File: config.mk
export PLATFORM = sky130hd
export DESIGN_NAME = power_reset_clock_control
export DESIGN_NICKNAME = d
export VERILOG_FILES = /design/src/prcc_pkg.sv /design/src/power_reset_clock_control.sv /design/src/prcc_sync.sv
export SDC_FILE = /design/constraint.sdc
export NUM_CORES = 1
export LEC_CHECK = 0
export ABC_AREA = 1
export BUFFER_PORTS_ARGS = -buffer_cell sky130_fd_sc_hd__buf_2
export CAP_MARGIN = 10
export CELL_PAD_IN_SITES_DETAIL_PLACEMENT = 0
export CELL_PAD_IN_SITES_GLOBAL_PLACEMENT = 1
export CORE_UTILIZATION = 30
export CTS_CLUSTER_SIZE = 24
export DETAILED_ROUTE_END_ITERATION = 7
export PLACE_DENSITY_LB_ADDON = 0.1
export SLEW_MARGIN = 20
export SYNTH_ARGS = -nofsm -noshare
export SYNTH_HDL_FRONTEND = slang
export SYNTH_SLANG_ARGS = --single-unit
File: constraint.sdc
create_clock -name i_sys_clk -period 2.1 [get_ports i_sys_clk]
set_input_delay 0.105 -clock i_sys_clk [delete_from_list [all_inputs] [get_ports i_sys_clk]]
set_output_delay 0.105 -clock i_sys_clk [all_outputs]
set_load 0.01 [all_outputs]
File: src/prcc_pkg.sv
/*
 * shared constants and types for the power, reset and clock control block.
 * assumes a 250 MHz system clock; all times are turned into cycle counts here.
 */
package prcc_pkg;

   // clock rate and times in their own units
   localparam int unsigned CLK_KHZ = 250000;
   localparam int unsigned START_MIN_MS = 1;
   localparam int unsigned LONG_RESET_MS = 5600;
   localparam int unsigned AUTO_OFF_MS = 2000;
   localparam int unsigned WDOG_MS = 1000;

   // derived cycle counts
   localparam int unsigned START_CYC = START_MIN_MS * CLK_KHZ;
   localparam int unsigned LONG_RESET_CYC = LONG_RESET_MS * CLK_KHZ;
   localparam int unsigned AUTO_OFF_CYC = AUTO_OFF_MS * CLK_KHZ;
   localparam int unsigned WDOG_CYC = WDOG_MS * CLK_KHZ;
   localparam logic [2:0] RST_STRETCH = 3'h4;

   // multiplier codes: factor = (code + 2) / 2
   localparam logic [2:0] MULT_X1 = 3'h0;
   localparam logic [2:0] MULT_X3_5 = 3'h5;
   localparam logic [2:0] MULT_X4 = 3'h6;

   // regulator voltage codes
   localparam logic [3:0] CORE_DEF = 4'h8;
   localparam logic [3:0] IO_1V8 = 4'h0;
   localparam logic [3:0] IO_3V3 = 4'h1;
   localparam logic [3:0] AN_DEF = 4'h6;
   localparam logic [3:0] AN_3V6 = 4'hF;

   // reset cause bit positions
   localparam int CAUSE_CORE = 0;
   localparam int CAUSE_LONG = 1;
   localparam int CAUSE_WDOG = 2;
   localparam int CAUSE_EXT = 3;

   typedef struct packed {
      logic [3:0] core;
      logic [3:0] io;
      logic [3:0] analog;
   } volt_cfg_t;

   localparam volt_cfg_t VOLT_DEF = '{core: CORE_DEF, io: IO_1V8, analog: AN_DEF};

   typedef struct packed {
      logic key;
      logic analog_low;
      logic reg_on;
      logic [3:0] cause;
   } status_t;

   typedef enum logic [0:0] {
      REG_OFF = 1'b0,
      REG_ON = 1'b1
   } reg_state_t;

endpackage

File: src/power_reset_clock_control.sv
/*
 * power, reset and clock supervision: regulator on/off, reset combining,
 * regulator voltage settings, pll multiplier selection and analog driver enable.
 * assumes pin levels are asynchronous and software controls are on i_sys_clk.
 */
//
// Behaviour
// - regulators stay on after key released
// - key level readable as status
// - core monitor low forces internal reset
// - key held over 5.6 s resets
// - watchdog expiry and external pin reset
// - resets keep regulators on, restore voltages
// - software may reprogram voltages after boot
// - only shutdown write or enabled 2 s key hold turns regulators off
// - key held 2 s powers down
// - io 1.8 V, strap selects 3.3 V
// - multiplier 1.0 to 4.0, half steps
// - usb connected runs at 4x
// - player mode follows song, max 3.5x
// - external reset stops clock, powers down digital
// - analog 3.6 V with usb, mode settings
// - analog supply low readable
// - analog drivers enabled at decode start
`timescale 1ns/1ps
module power_reset_clock_control #(
   parameter int unsigned START_CYC = prcc_pkg::START_CYC,
   parameter int unsigned LONG_RESET_CYC = prcc_pkg::LONG_RESET_CYC,
   parameter int unsigned AUTO_OFF_CYC = prcc_pkg::AUTO_OFF_CYC,
   parameter int unsigned WDOG_CYC = prcc_pkg::WDOG_CYC
) (
   // clock and main supply reset
   input wire logic i_sys_clk,
   input wire logic i_rstn,
   // pins and analog monitors
   input wire logic i_power_key_input,
   input wire logic i_ext_reset_n,
   input wire logic i_core_monitor_low,
   input wire logic i_analog_supply_low,
   input wire logic i_io_level_strap,
   // software control
   input wire logic i_reg_shutdown,
   input wire logic i_volt_wr,
   input wire prcc_pkg::volt_cfg_t i_volt_cfg,
   input wire logic i_auto_off_en,
   input wire logic i_mult_wr,
   input wire logic [2:0] i_mult,
   input wire logic i_usb_connected,
   input wire logic i_player_mode,
   input wire logic [2:0] i_song_mult,
   input wire logic i_wdog_en,
   input wire logic i_wdog_kick,
   input wire logic i_decode_start,
   input wire logic i_decode_stop,
   input wire logic i_cause_clr,
   // outputs
   output logic o_reg_enable,
   output prcc_pkg::volt_cfg_t o_volt,
   output logic [2:0] o_pll_mult,
   output logic o_sys_reset_n,
   output logic o_clk_buf_en,
   output logic o_digital_pd,
   output prcc_pkg::status_t o_status,
   output logic o_analog_drv_en
);

   // limit a multiplier code to a ceiling
   function automatic logic [2:0] clamp_mult(input logic [2:0] code, input logic [2:0] lim);
      clamp_mult = (code > lim) ? lim : code;
   endfunction

   // synchronised pin levels
   logic [4:0] pins_s;
   logic key_s;
   logic ext_n_s;
   logic core_low_s;
   logic an_low_s;
   logic strap_s;

   prcc_sync #(
      .WIDTH(5),
      .RST_VAL(5'h08) // reset pin idles high, no false cause after reset
   ) u_sync (
      .i_sys_clk(i_sys_clk),
      .i_rstn(i_rstn),
      .i_async({i_power_key_input, i_ext_reset_n, i_core_monitor_low, i_analog_supply_low, i_io_level_strap}),
      .o_sync(pins_s)
   );

   // unpack synchronised levels
   assign key_s = pins_s[4];
   assign ext_n_s = pins_s[3];
   assign core_low_s = pins_s[2];
   assign an_low_s = pins_s[1];
   assign strap_s = pins_s[0];

   prcc_pkg::reg_state_t state_r;
   logic [31:0] key_cnt_r;
   logic key_armed_r;
   logic start_p;
   logic long_rst_p;
   logic auto_off_p;
   logic [31:0] wd_cnt_r;
   logic wd_exp_p;
   logic [3:0] src;
   logic src_any;
   logic [2:0] rst_cnt_r;
   logic strap_done_r;
   prcc_pkg::volt_cfg_t volt_r;
   logic [2:0] mult_sw_r;
   logic [2:0] mult_nxt;

   // consecutive key-held counter, saturating
   always_ff @(posedge i_sys_clk)
   begin
      if (!i_rstn)
         key_cnt_r <= 32'h0;
      else if (!key_s)
         key_cnt_r <= 32'h0;
      else if (key_cnt_r != 32'hFFFFFFFF)
         key_cnt_r <= key_cnt_r + 32'h1;
   end

   // key press events
   assign start_p = key_s && (key_cnt_r == 32'(START_CYC - 1));
   assign long_rst_p = key_s && (key_cnt_r == 32'(LONG_RESET_CYC));
   assign auto_off_p = key_s && key_armed_r && i_auto_off_en
                       && (key_cnt_r == 32'(AUTO_OFF_CYC - 1));

   // the starting press must be released before a hold can power down
   always_ff @(posedge i_sys_clk)
   begin
      if (!i_rstn)
         key_armed_r <= 1'b0;
      else if (state_r == prcc_pkg::REG_OFF)
         key_armed_r <= 1'b0;
      else if (!key_s)
         key_armed_r <= 1'b1;
   end

   // regulator state: reset sources never turn it off
   always_ff @(posedge i_sys_clk)
   begin
      if (!i_rstn)
         state_r <= prcc_pkg::REG_OFF;
      else
      begin
         case (state_r)
            prcc_pkg::REG_OFF:
            begin
               if (start_p)
                  state_r <= prcc_pkg::REG_ON;
            end
            prcc_pkg::REG_ON:
            begin
               if (i_reg_shutdown || auto_off_p)
                  state_r <= prcc_pkg::REG_OFF;
            end
            default:
               state_r <= prcc_pkg::REG_OFF;
         endcase
      end
   end

   // regulator enable follows state
   always_ff @(posedge i_sys_clk)
   begin
      if (!i_rstn)
         o_reg_enable <= 1'b0;
      else
         o_reg_enable <= (state_r == prcc_pkg::REG_ON);
   end

   // watchdog counter
   always_ff @(posedge i_sys_clk)
   begin
      if (!i_rstn)
         wd_cnt_r <= 32'h0;
      else if (!i_wdog_en || i_wdog_kick || !o_sys_reset_n || wd_exp_p)
         wd_cnt_r <= 32'h0;
      else
         wd_cnt_r <= wd_cnt_r + 32'h1;
   end

   assign wd_exp_p = i_wdog_en && !i_wdog_kick && (wd_cnt_r == 32'(WDOG_CYC - 1));

   // reset sources
   assign src[prcc_pkg::CAUSE_CORE] = core_low_s;
   assign src[prcc_pkg::CAUSE_LONG] = long_rst_p;
   assign src[prcc_pkg::CAUSE_WDOG] = wd_exp_p;
   assign src[prcc_pkg::CAUSE_EXT] = !ext_n_s;
   assign src_any = (|src) || (state_r == prcc_pkg::REG_OFF);

   // combined reset, stretched and released on the clock
   always_ff @(posedge i_sys_clk)
   begin
      if (!i_rstn)
      begin
         rst_cnt_r <= prcc_pkg::RST_STRETCH;
         o_sys_reset_n <= 1'b0;
      end
      else if (src_any)
      begin
         rst_cnt_r <= prcc_pkg::RST_STRETCH;
         o_sys_reset_n <= 1'b0;
      end
      else if (rst_cnt_r != 3'h0)
      begin
         rst_cnt_r <= rst_cnt_r - 3'h1;
         o_sys_reset_n <= 1'b0;
      end
      else
         o_sys_reset_n <= 1'b1;
   end

   // clock buffer and digital powerdown from the external pin
   always_ff @(posedge i_sys_clk)
   begin
      if (!i_rstn)
      begin
         o_clk_buf_en <= 1'b0;
         o_digital_pd <= 1'b1;
      end
      else
      begin
         o_clk_buf_en <= ext_n_s && (state_r == prcc_pkg::REG_ON);
         o_digital_pd <= !ext_n_s || (state_r == prcc_pkg::REG_OFF);
      end
   end

   // strap is caught once after each reset release
   always_ff @(posedge i_sys_clk)
   begin
      if (!i_rstn || !o_sys_reset_n)
         strap_done_r <= 1'b0;
      else
         strap_done_r <= 1'b1;
   end

   // voltage settings: defaults on any reset, then strap and software
   always_ff @(posedge i_sys_clk)
   begin
      if (!i_rstn || !o_sys_reset_n)
         volt_r <= prcc_pkg::VOLT_DEF;
      else if (i_volt_wr)
         volt_r <= i_volt_cfg;
      else if (!strap_done_r)
         volt_r.io <= strap_s ? prcc_pkg::IO_3V3 : prcc_pkg::IO_1V8;
   end

   // usb forces the analog supply up
   always_ff @(posedge i_sys_clk)
   begin
      if (!i_rstn)
         o_volt <= prcc_pkg::VOLT_DEF;
      else
      begin
         o_volt <= volt_r;
         if (i_usb_connected && o_sys_reset_n)
            o_volt.analog <= prcc_pkg::AN_3V6;
      end
   end

   // software multiplier setting
   always_ff @(posedge i_sys_clk)
   begin
      if (!i_rstn || !o_sys_reset_n)
         mult_sw_r <= prcc_pkg::MULT_X1;
      else if (i_mult_wr)
         mult_sw_r <= clamp_mult(i_mult, prcc_pkg::MULT_X4);
   end

   // multiplier selection by mode
   always_comb
   begin
      if (!o_sys_reset_n)
         mult_nxt = prcc_pkg::MULT_X1;
      else if (i_usb_connected)
         mult_nxt = prcc_pkg::MULT_X4;
      else if (i_player_mode)
         mult_nxt = clamp_mult(i_song_mult, prcc_pkg::MULT_X3_5);
      else
         mult_nxt = mult_sw_r;
   end

   // pll multiplier output
   always_ff @(posedge i_sys_clk)
   begin
      if (!i_rstn)
         o_pll_mult <= prcc_pkg::MULT_X1;
      else
         o_pll_mult <= mult_nxt;
   end

   // analog drivers: on at decode start, start wins over stop
   always_ff @(posedge i_sys_clk)
   begin
      if (!i_rstn || !o_sys_reset_n)
         o_analog_drv_en <= 1'b0;
      else if (i_decode_start)
         o_analog_drv_en <= 1'b1;
      else if (i_decode_stop)
         o_analog_drv_en <= 1'b0;
   end

   // status levels and sticky reset causes, set wins over clear
   always_ff @(posedge i_sys_clk)
   begin
      if (!i_rstn)
         o_status <= '0;
      else
      begin
         o_status.key <= key_s;
         o_status.analog_low <= an_low_s;
         o_status.reg_on <= (state_r == prcc_pkg::REG_ON);
         o_status.cause <= (i_cause_clr ? 4'h0 : o_status.cause) | src;
      end
   end
endmodule // power_reset_clock_control

File: src/prcc_sync.sv
/*
 * two flip-flop synchroniser for a group of pin levels.
 * assumes each bit is a slow level; no bus coherency between bits.
 */
`timescale 1ns/1ps
module prcc_sync #(
   parameter int WIDTH = 1,
   parameter logic [WIDTH-1:0] RST_VAL = '0
) (
   // clock and reset
   input wire logic i_sys_clk,
   input wire logic i_rstn,
   // levels
   input wire logic [WIDTH-1:0] i_async,
   output logic [WIDTH-1:0] o_sync
);
   logic [WIDTH-1:0] meta_r;

   // first stage feeds only the second stage; both stages reset to RST_VAL
   always_ff @(posedge i_sys_clk)
   begin
      if (!i_rstn)
      begin
         meta_r <= RST_VAL;
         o_sync <= RST_VAL;
      end
      else
      begin
         meta_r <= i_async;
         o_sync <= meta_r;
      end
   end
endmodule // prcc_sync

# [Word-level counts from Yosys, hierarchy flattened]
# Index checks and enable logic that the tools add are counted.
[classes] addsub=3 order_cmp=2 n_eq_ne=6 mux=16 bitwise=4 n_reduce_logical=31
[op_table] op="32-bit by 1-bit adder with 32-bit output (second input constant)" count=2
[op_table] op="32-bit by 18-bit equality test with 1-bit output (second input constant)" count=1
[op_table] op="32-bit by 28-bit equality test with 1-bit output (second input constant)" count=1
[op_table] op="32-bit by 29-bit equality test with 1-bit output (second input constant)" count=1
[op_table] op="32-bit by 31-bit equality test with 1-bit output (second input constant)" count=1
[op_table] op="32-bit != test (second input constant)" count=1
[op_table] op="4-bit 2-to-1 mux" count=4
[op_table] op="3-bit 2-to-1 mux" count=4
[op_table] op="1-bit logical AND" count=9
[op_table] op="1-bit logical OR" count=7
[op_table] op="1-bit 2-to-1 mux" count=7
[op_table] op="3-bit > comparator (second input constant)" count=2
[op_table] op="2-bit AND reduction" count=3
[op_table] op="2-bit OR reduction" count=3
[op_table] op="1-bit logical NOT" count=5
[op_table] op="4-bit bitwise OR" count=1
[op_table] op="4-bit OR reduction" count=1
[op_table] op="1-bit inverter" count=3
[op_table] op="3-bit nonzero test" count=1
[op_table] op="3-bit OR reduction" count=1
[op_table] op="3-bit by 1-bit subtractor with 3-bit output (second input constant)" count=1
[op_table] op="2-bit != test (second input constant)" count=1
[op_table] op="1-bit case mux with 2 select lines" count=1
[op_table] op="2-bit nonzero test" count=1
[totals] regBits=121 input_bits=36 out_inout_bits=27

# [Depth between registers and ports, before layout]
# Gate-level depths: netlist of run 1.
[depth] word_depth=6 depth_mapped=11 ltp_nobuf=10

# [Hierarchy]
# A second synthesis of run 1 with hierarchy kept.
[hier_totals] hier_cells=891 hier_area_um2=5884.4
[by_module_without_submodules] mod="power_reset_clock_control" instances=1 cells_per_inst=860 area_each_um2=5597.9
[by_module_without_submodules] mod="prcc_sync" instances=1 cells_per_inst=31 area_each_um2=286.5

# [Worst setup path before layout of run 1]
# OpenSTA, ideal clock, no wires.
[synth_path] kind="register to register" startpoint="register key_cnt_r[0]" endpoint="register key_cnt_r[0]" setup_time_ps=135 arrival_ps=1453 path_slack_ps=512 path_stages_with_launch=11 n_path_buf=2 synth_period_minus_slack_ps=1588 path_cell_list="dfxtp_1 > ha_1 > buf_2 > inv_2 > nor2_4 > nand2_4 > nor2_8 > nand2_4 > buf_6 > nand2_1 > a21oi_1"
[synth_between] elab_chain_cells=1 elab_cells_between_ends=2 classes_between="1 x add/sub; 1 x eq/ne"
[synth_lines] item="start: declaration" line="power_reset_clock_control.sv:98" rtl="logic [31:0] key_cnt_r;"
[synth_lines] item="start signal: assignment" line="power_reset_clock_control.sv:121" rtl="key_cnt_r <= key_cnt_r + 32'h1;"
[synth_lines] item="32-bit by 1-bit adder with 32-bit output or 32-bit != test (tied branches)" line="power_reset_clock_control.sv:121, power_reset_clock_control.sv:120"
# Parallel ways exist; a longest one is shown, timed or not.
# A chain may end at the register's enable or synchronous reset.

# [Worst setup path after layout of run 1]
[layout_path] startpoint="register key_cnt_r[0]" endpoint="register key_cnt_r[13]"
# The elaborated chain is that of the path after synthesis.

==> qor.yml, run 1 <==
required_ns: 2.46
num_vias: 5537
synthToLayoutAreaGrowth_pct: 26.1
ff2ff_path_depth: 9
cts_tree: "done"
dieArea_mm2: 0.0202
timing.final.crit_share_pct: 85.7
rrSetupSlack_ns: 0.30
synth.distinct_cells: 33
grt_pass1_wl_mm: 28.3
drc: 0
drv_cap: 0
overflow: 0
placementRows: 50
path_cells: "ha_1 > inv_2 > nor2_4 > nand2_4 > nor2_8 > nand2_4 > nand3_1 > nand2_1 > inv_1"
hold_depth: 3
fin_area_mm2: 0.00742
drive_above_1_share_pct: 13.7
clk_path_buf_depth: 2
hold_viol: 0
wl_per_cell_um: 13.6
fin_nets: 1043
track_usage_pct: 18.3
cts_setup_buffers: 0
synth_area_mm2: 0.00588
period_minus_slack_ns: 1.80
peakVddDrop_mv: 0.507
worstReg2RegStart: "key_cnt_r[0]"
synth_flop_cell: "dfxtp_1"
drtIter0Drc: 344
power_mw: 5.44
cts.htree.levels: 4
die_w_um: 142
start_kind: "flop"
fp.coreArea_mm2: 0.0190
hp-start: "i_volt_wr"
die_h_um: 142
cp_data_arrival_time_ns: 2.16
numCtsBuffers: 17
r2r_end: "key_cnt_r[13]"
wirelength_mm: 17.4
run_status: "finished clean"
slew_violations: 0
maxSlewHeadroom_pct: 67.5
cts.sinks: 121
fmax_mhz: 556
gp_congestion: 0.850
cts_root_buf: "clkbuf_16"
power.density_mw_per_mm2: 734
worstPathMaxFanout: 32
syn-instance-count: 894
clk_latency_ns: 0.43
async_reset_ff_share_pct: 0
dp_cells: 1213
fin_tns_setup_ns: 0
leakage_nw: 3.12
antenna_left: 0
grt_max_degree: 33
viasPerCell: 4.34
crit_path_frequent_cell: "nand2_4"
post_cts_resize_count: 0
fin_worst_skew_ns: 0.0233
antenna_found_initial: 0
antenna_cells: 0
fillCellCount: 2060
max_stage_delay_ns: 0.44
ys_seq_elements: 121
stdcell_count: 1275
worstHoldPathType: "in -> reg"
portBuffers: 62
setup_ws_ns: 0.301
cts.clk_slew.worst_paths_ns: 0.06
synth_edf_count: 0
hold-path-endpoint: "volt_r[6]"
avgSynthCellArea_um2: 6.58
worst_hold_slack_ns: 0.0375
yosys_warnings: 0
cpMaxStageDelayCell: "dfxtp_1"
dpl-instance-area_mm2: 0.00653
tightest_slew_ns: 0.488
synth_nets: 935
dp_hpwl_mm: 13.0
start_util_pct: 31.0
grt_pass1_vias: 5392
drt_first_pass_iters: 4
place_ws_ns: 0.294
setup_viol: 0
ioPinCount: 63
ys_seq_area_share_pct: 41.2
end_kind: "flop"
rsz0062_at_grt: "false"
criticalPathCategory: "reg -> reg"
final_core_util_pct: 39.1
## worst max-delay path: cells and delay by family, from the launching register on
family | cells | cell delay [ns]
AND/OR/NAND/NOR | 6 | 0.96
buffers and inverters | 2 | 0.11
adder cells (fa/ha/maj) | 1 | 0.23
flip-flops | 1 | 0.44
## report_power, final
group | switching [mW] | internal (mW) | total [mW] | leakage (nW)
combinational | 0.0616 | 0.0735 | 0.135 | 1.86
sequential | 0.00545 | 2.31 | 2.31 | 0.977
clock | 1.28 | 1.72 | 2.99 | 0.287
total | 1.34 | 4.10 | 5.44 | 3.12
## state kept, by name, indices dropped and copies added (netlist names)
signal           cells
o_volt              12
strap_done_r         1
o_sys_reset_n        1
wd_cnt_r            32
o_digital_pd         1
u_sync.meta_r        5
o_pll_mult           3
volt_r              12
u_sync.o_sync        5
o_analog_drv_en      1
key_armed_r          1
mult_sw_r            3
o_clk_buf_en         1
state_r              1
o_status             7
rst_cnt_r            3
key_cnt_r           32
## cells in the final DEF (no fill, tap or decap), types with 2 or more instances in the layout
cell / Yosys / routed
nand3_2: 14 / 14
nand3_1: 47 / 47
xor2_1: 10 / 10
nand3b_1: 8 / 8
clkbuf_16: 0 / 17
nor2_4: 2 / 2
nand2_4: 2 / 2
dfxtp_1: 121 / 121
dlygate4sd3_1: 0 / 30
o211ai_1: 3 / 3
a21oi_1: 51 / 51
inv_6: 0 / 7
clkinvlp_4: 0 / 2
o21ai_0: 16 / 16
nand2_1: 282 / 282
or2_2: 6 / 6
nand2_2: 2 / 2
nand4_1: 3 / 3
a31oi_1: 7 / 7
xnor2_1: 6 / 6
inv_8: 0 / 4
ha_1: 5 / 5
nor3_1: 5 / 5
nor2_2: 2 / 2
buf_2: 4 / 62
nor2_1: 161 / 161
inv_1: 118 / 118
buf_4: 4 / 12
## cells by family after synthesis
kind of cell	share of synthesized area (%)
compound gates	7.31
xor+xnor	2.38
fa+ha+maj	1.06
buf+inv	9.40
flops	41.2
simple gates	38.7
## cell usage after synthesis, drive strengths merged (5+ instances only)
master / n / area (µm²)
nand3b: 8 / 60.1
nand2: 286 / 1090
a31oi: 8 / 56.3
o21ai: 16 / 80.1
or2: 6 / 37.5
a21oi: 52 / 264
ha: 5 / 62.6
dfxtp: 121 / 2420
xor2: 10 / 87.6
nor3: 5 / 25.0
nand3: 61 / 375
nor2: 166 / 659
xnor2: 6 / 52.6
buf: 13 / 91.3
inv: 119 / 447
## worst max path at each step
stage                  from            end  slack (ns)  cells past startpoint
3_3_place_gp    wd_cnt_r[6]   wd_cnt_r[17]        0.34                      7
6_report       key_cnt_r[0]  key_cnt_r[13]        0.30                      9
4_1_cts        key_cnt_r[0]  key_cnt_r[15]        0.28                      9
5_1_grt        key_cnt_r[0]  key_cnt_r[13]        0.09                      9
3_5_place_dp   key_cnt_r[0]  key_cnt_r[15]        0.29                      9
2_1_floorplan  key_cnt_r[0]   key_cnt_r[0]        0.51                     10
## layout make-up
type | count | area (µm²) | share of cell area, %
sequential | 121 | 2420 | 32.7
inverter | 120 | 450 | 6.07
tap | 260 | 325 | 4.39
timing repair buffer | 105 | 721 | 9.71
clock buffer | 18 | 439 | 5.92
multi-input combinational | 637 | 2910 | 39.2
clock inverter | 14 | 151 | 2.04
## what timing repair did
item,4_1_cts,5_1_grt
hold buffers,30,0
endpoints found under the hold margin,30,0
endpoints found under the setup margin,0,0
## metal layers
layer / part of all wire [%] / track usage (%)
met1: 51 / 25.2
met2: 43 / 28.2
met3: 4.6 / 4.48
met4: 1.1 / 5.43
met5: 0 / 0
No activity file was read; power rests on OpenSTA's default activity.
==> run 2: changes to the inputs <==
- CORE_UTILIZATION: 30 -> 42
==> run 2 against run 1 <==
  * Cell area shrank 2.3%
  * Wire length shrank 8.4%
  * Cell count shrank 7.1%
  * Power shrank 2.7%
  * Sequential cell count is the same
  * Critical endpoint is now key_cnt_r[15]
==> qor.yml, run 2 (same netlist as run 1, synthesis figures left out) <==
cts_setup_buffers: 0
cts_tree: "done"
power_mw: 5.30
period_minus_slack_ns: 1.83
portBuffers: 62
cts_hold_buffers: 29
wl_per_cell_um: 13.4
setup_ws_ns: 0.275
clk_path_buf_depth: 2
placementRows: 42
hold_viol: 0
die_h_um: 120
cts.sinks: 121
clk_latency_ns: 0.42
track_usage_pct: 23.2
ff2ff_path_depth: 9
worstPathMaxFanout: 32
final_cell_mix: "nand2_1, nor2_1, dfxtp_1"
dieArea_mm2: 0.0145
cts.htree.levels: 4
place_ws_ns: 0.307
numCtsBuffers: 17
fp.coreArea_mm2: 0.0135
worst_hold_slack_ns: 0.0143
ioPinCount: 63
top_regs: "key_cnt_r (32), wd_cnt_r (32)"
setup_viol: 0
antenna_cells: 0
cts_root_buf: "clkbuf_16"
required_ns: 2.46
drc: 0
cp_data_arrival_time_ns: 2.19
grt_pass1_wl_mm: 25.9
worstReg2RegStart: "key_cnt_r[0]"
fillCellCount: 1390
r2r_end: "key_cnt_r[15]"
peakVddDrop_mv: 0.523
gp_congestion: 0.934
fmax_mhz: 548
timing.final.crit_share_pct: 86.9
drt_first_pass_iters: 5
antenna_left: 0
hold-path-endpoint: "volt_r[3]"
criticalPathCategory: "reg -> reg"
num_vias: 5731
cts.clk_slew.worst_paths_ns: 0.06
slew_violations: 0
final_core_util_pct: 53.9
drive_above_1_share_pct: 13.2
wirelength_mm: 15.9
fin_nets: 1036
drtIter0Drc: 355
synthToLayoutAreaGrowth_pct: 23.2
hold_depth: 3
hp-start: "i_volt_cfg[3]"
post_cts_resize_count: 0
end_kind: "flop"
power.density_mw_per_mm2: 731
maxSlewHeadroom_pct: 49.6
dp_hpwl_mm: 11.9
overflow: 0
start_kind: "flop"
rrSetupSlack_ns: 0.27
grt_pass1_vias: 5342
tightest_slew_ns: 0.755
grt_max_degree: 33
run_status: "finished clean"
rsz0062_at_grt: "false"
drv_cap: 0
leakage_nw: 3.08
viasPerCell: 4.84
antenna_found_initial: 0
fin_worst_skew_ns: 0.0112
die_w_um: 120
start_util_pct: 43.7
layout_commonest_cell: "nand2_1"
worstHoldPathType: "in -> reg"
fin_tns_setup_ns: 0
-- run 2: cell count changes in the layout (fill, tap and decap cells not counted), sizes merged --
cell         change
inv              -8
buf              -6
clkinv           +5
clkbuf           +2
clkinvlp         +1
dlygate4sd3      -1
-- run 2: layer usage --
| layer | track usage [%] | vias up | wire length [µm] |
|---|---|---|---|
| met5 | 0 | - | 0 |
| met4 | 7.02 | 0 | 197 |
| met3 | 6.13 | 14 | 1140 |
| met2 | 35.5 | 148 | 6900 |
| met1 | 31.7 | 2602 | 7670 |
| li1 | - | 2967 | - |
-- run 2: critical path, stage by stage, from the launching register on --
cell and delay, ns:
dfxtp_1 0.43, ha_1 0.22, inv_2 0.06, nor2_4 0.18, nand2_4 0.11, nor2_8 0.15, nand2_4 0.26, nand3_1 0.19
nand2_1 0.07, inv_1 0.09
-- run 2: stage by stage --
stage / cells / area (µm²)
floorplan: 894 / 5880
global placement: 1123 / 6380
detailed placement: 1123 / 6380
CTS: 1184 / 7250
global route: 1184 / 7250
finish: 1184 / 7250
-- run 2: area by class of cell --
class	count	area [µm²]	share of cell area, %
multi-input cells	637	2910	40.1
flip-flops and latches	121	2420	33.4
repair buffers	98	666	9.18
clock buffers	20	467	6.44
inverters	120	450	6.21
well taps	176	220	3.04
clock inverters	12	115	1.59
-- run 2: how the worst max path moves through the flow --
stage | from | end | slack, ns | cells past startpoint
6_report | key_cnt_r[0] | key_cnt_r[15] | 0.27 | 9
5_1_grt | key_cnt_r[0] | key_cnt_r[15] | 0.12 | 9
4_1_cts | key_cnt_r[0] | key_cnt_r[15] | 0.28 | 9
3_5_place_dp | key_cnt_r[0] | key_cnt_r[15] | 0.31 | 9
3_3_place_gp | key_cnt_r[0] | key_cnt_r[27] | 0.37 | 9
2_1_floorplan | key_cnt_r[0] | key_cnt_r[0] | 0.51 | 10
-- run 2: power by group --
part	internal (mW)	switching, mW
sequential	2.31	0.00552
clock	1.73	1.12
combinational	0.0728	0.0597
total	4.11	1.18
==> run 3: changes to the inputs <==
- CORE_ASPECT_RATIO: default -> 1.4
- MAX_ROUTING_LAYER: default -> met4
==> run 3 against run 2 <==
  * Maximum frequency increased by 4.1%
  * Clock-buffer cell count is 2 lower
  * Register-to-register slack improved by 0.07 ns
  * Power is 1.8% higher
==> qor.yml, run 3 (same netlist as run 1, synthesis figures left out) <==
fin_nets: 1042
antenna_found_initial: 0
ioPinCount: 63
grt_pass1_vias: 5787
dp_cells: 1134
criticalPathCategory: "reg -> reg"
end_kind: "flop"
fmax_mhz: 570
fin_tns_setup_ns: 0
crit_path_frequent_cell: "nand2_4"
run_status: "finished clean"
num_vias: 5797
fp.coreArea_mm2: 0.0135
synthToLayoutAreaGrowth_pct: 24.0
drc: 0
tightest_slew_ns: 0.469
cts_setup_buffers: 0
timing.final.crit_share_pct: 83.5
die_w_um: 102
worstPathMaxFanout: 32
wl_per_cell_um: 14.1
die_h_um: 142
cp_data_arrival_time_ns: 2.11
gp_congestion: 0.980
hold_depth: 3
clk_path_buf_depth: 2
wirelength_mm: 16.9
maxSlewHeadroom_pct: 68.7
grt_max_degree: 33
fin_worst_skew_ns: 0.0135
cts.htree.levels: 4
fin_area_mm2: 0.00730
placementRows: 50
leakage_nw: 3.10
cts_tree: "done"
worstHoldPathType: "in -> reg"
ff2ff_path_depth: 9
stdcell_count: 1196
track_usage_pct: 25.8
drv_cap: 0
grt_pass1_wl_mm: 27.6
cts.sinks: 121
place_ws_ns: 0.367
fillCellCount: 1407
max_stage_delay_ns: 0.40
required_ns: 2.46
final_cell_mix: "nand2_1, nor2_1, dfxtp_1"
dp_hpwl_mm: 12.9
cts.clk_slew.worst_paths_ns: 0.06
cpMaxStageDelayCell: "dfxtp_1"
cts_root_buf: "clkbuf_16"
top_regs: "key_cnt_r (32), wd_cnt_r (32)"
worst_hold_slack_ns: 0.0532
power.density_mw_per_mm2: 738
final_core_util_pct: 54.0
path_cells: "ha_1 > inv_2 > nor2_4 > nand2_4 > nor2_8 > nand2_4 > nand3_1 > nand2_1 > inv_1"
numCtsBuffers: 17
hold_viol: 0
drtIter0Drc: 165
multiInputGateArea_mm2: 0.00291
dieArea_mm2: 0.0145
start_kind: "flop"
antenna_cells: 0
layout_commonest_cell: "nand2_1"
portBuffers: 62
rsz0062_at_grt: "false"
period_minus_slack_ns: 1.75
antenna_left: 0
drt_first_pass_iters: 5
setup_viol: 0
overflow: 0
drive_above_1_share_pct: 13.5
power_mw: 5.39
register_area_mm2: 0.00242
peakVddDrop_mv: 0.495
slew_violations: 0
clk_latency_ns: 0.42
dpl-instance-area_mm2: 0.00641
start_util_pct: 43.5
viasPerCell: 4.85
setup_ws_ns: 0.346
[run 3: final cells by class]
type                    count  share of cell area, %
inverters                 120                   6.17
flip-flops and latches    121                   33.2
well taps                 182                   3.12
multi-input cells         637                   39.9
clock buffers              18                   5.88
repair buffers            104                   9.60
clock inverters            14                   2.19
[run 3: power breakdown]
group	internal [mW]	leakage, nW	switching (mW)
clock	1.77	0.275	1.17
combinational	0.0742	1.85	0.0619
sequential	2.31	0.977	0.00469
total	4.16	3.10	1.23
[run 3: metal layers]
layer  track usage (%)  wire length (µm)  up-vias
li1                  -                 -     2989
met2              45.8              8940      129
met3              4.57               544       49
met4              16.4               887        0
met1              25.7              6550     2630
met5                 -                 0        -
[run 3: final timing paths]
| kind | slack [ns] | from | to |
|---|---|---|---|
| hold reg to reg | 0.42 | u_sync.meta_r[3] | u_sync.o_sync[3] |
| hold / removal | 0.05 | i_volt_wr | volt_r[6] |
| setup / recovery | 0.35 | key_cnt_r[1] | key_cnt_r[16] |
| setup reg to reg | 0.35 | key_cnt_r[1] | key_cnt_r[16] |
[run 3: what timing repair did]
item / 4_1_cts / 5_1_grt
gates resized for setup: 0 / 0
hold endpoints to repair: 31 / 0
hold buffers: 30 / 0
[run 3: critical path: cells and delay by family (launching register included)]
family / cells / cell delay [ns]
AND/OR/NAND/NOR: 6 / 0.95
flip-flops: 1 / 0.40
adder cells (fa/ha/maj): 1 / 0.22
buffers and inverters: 2 / 0.11
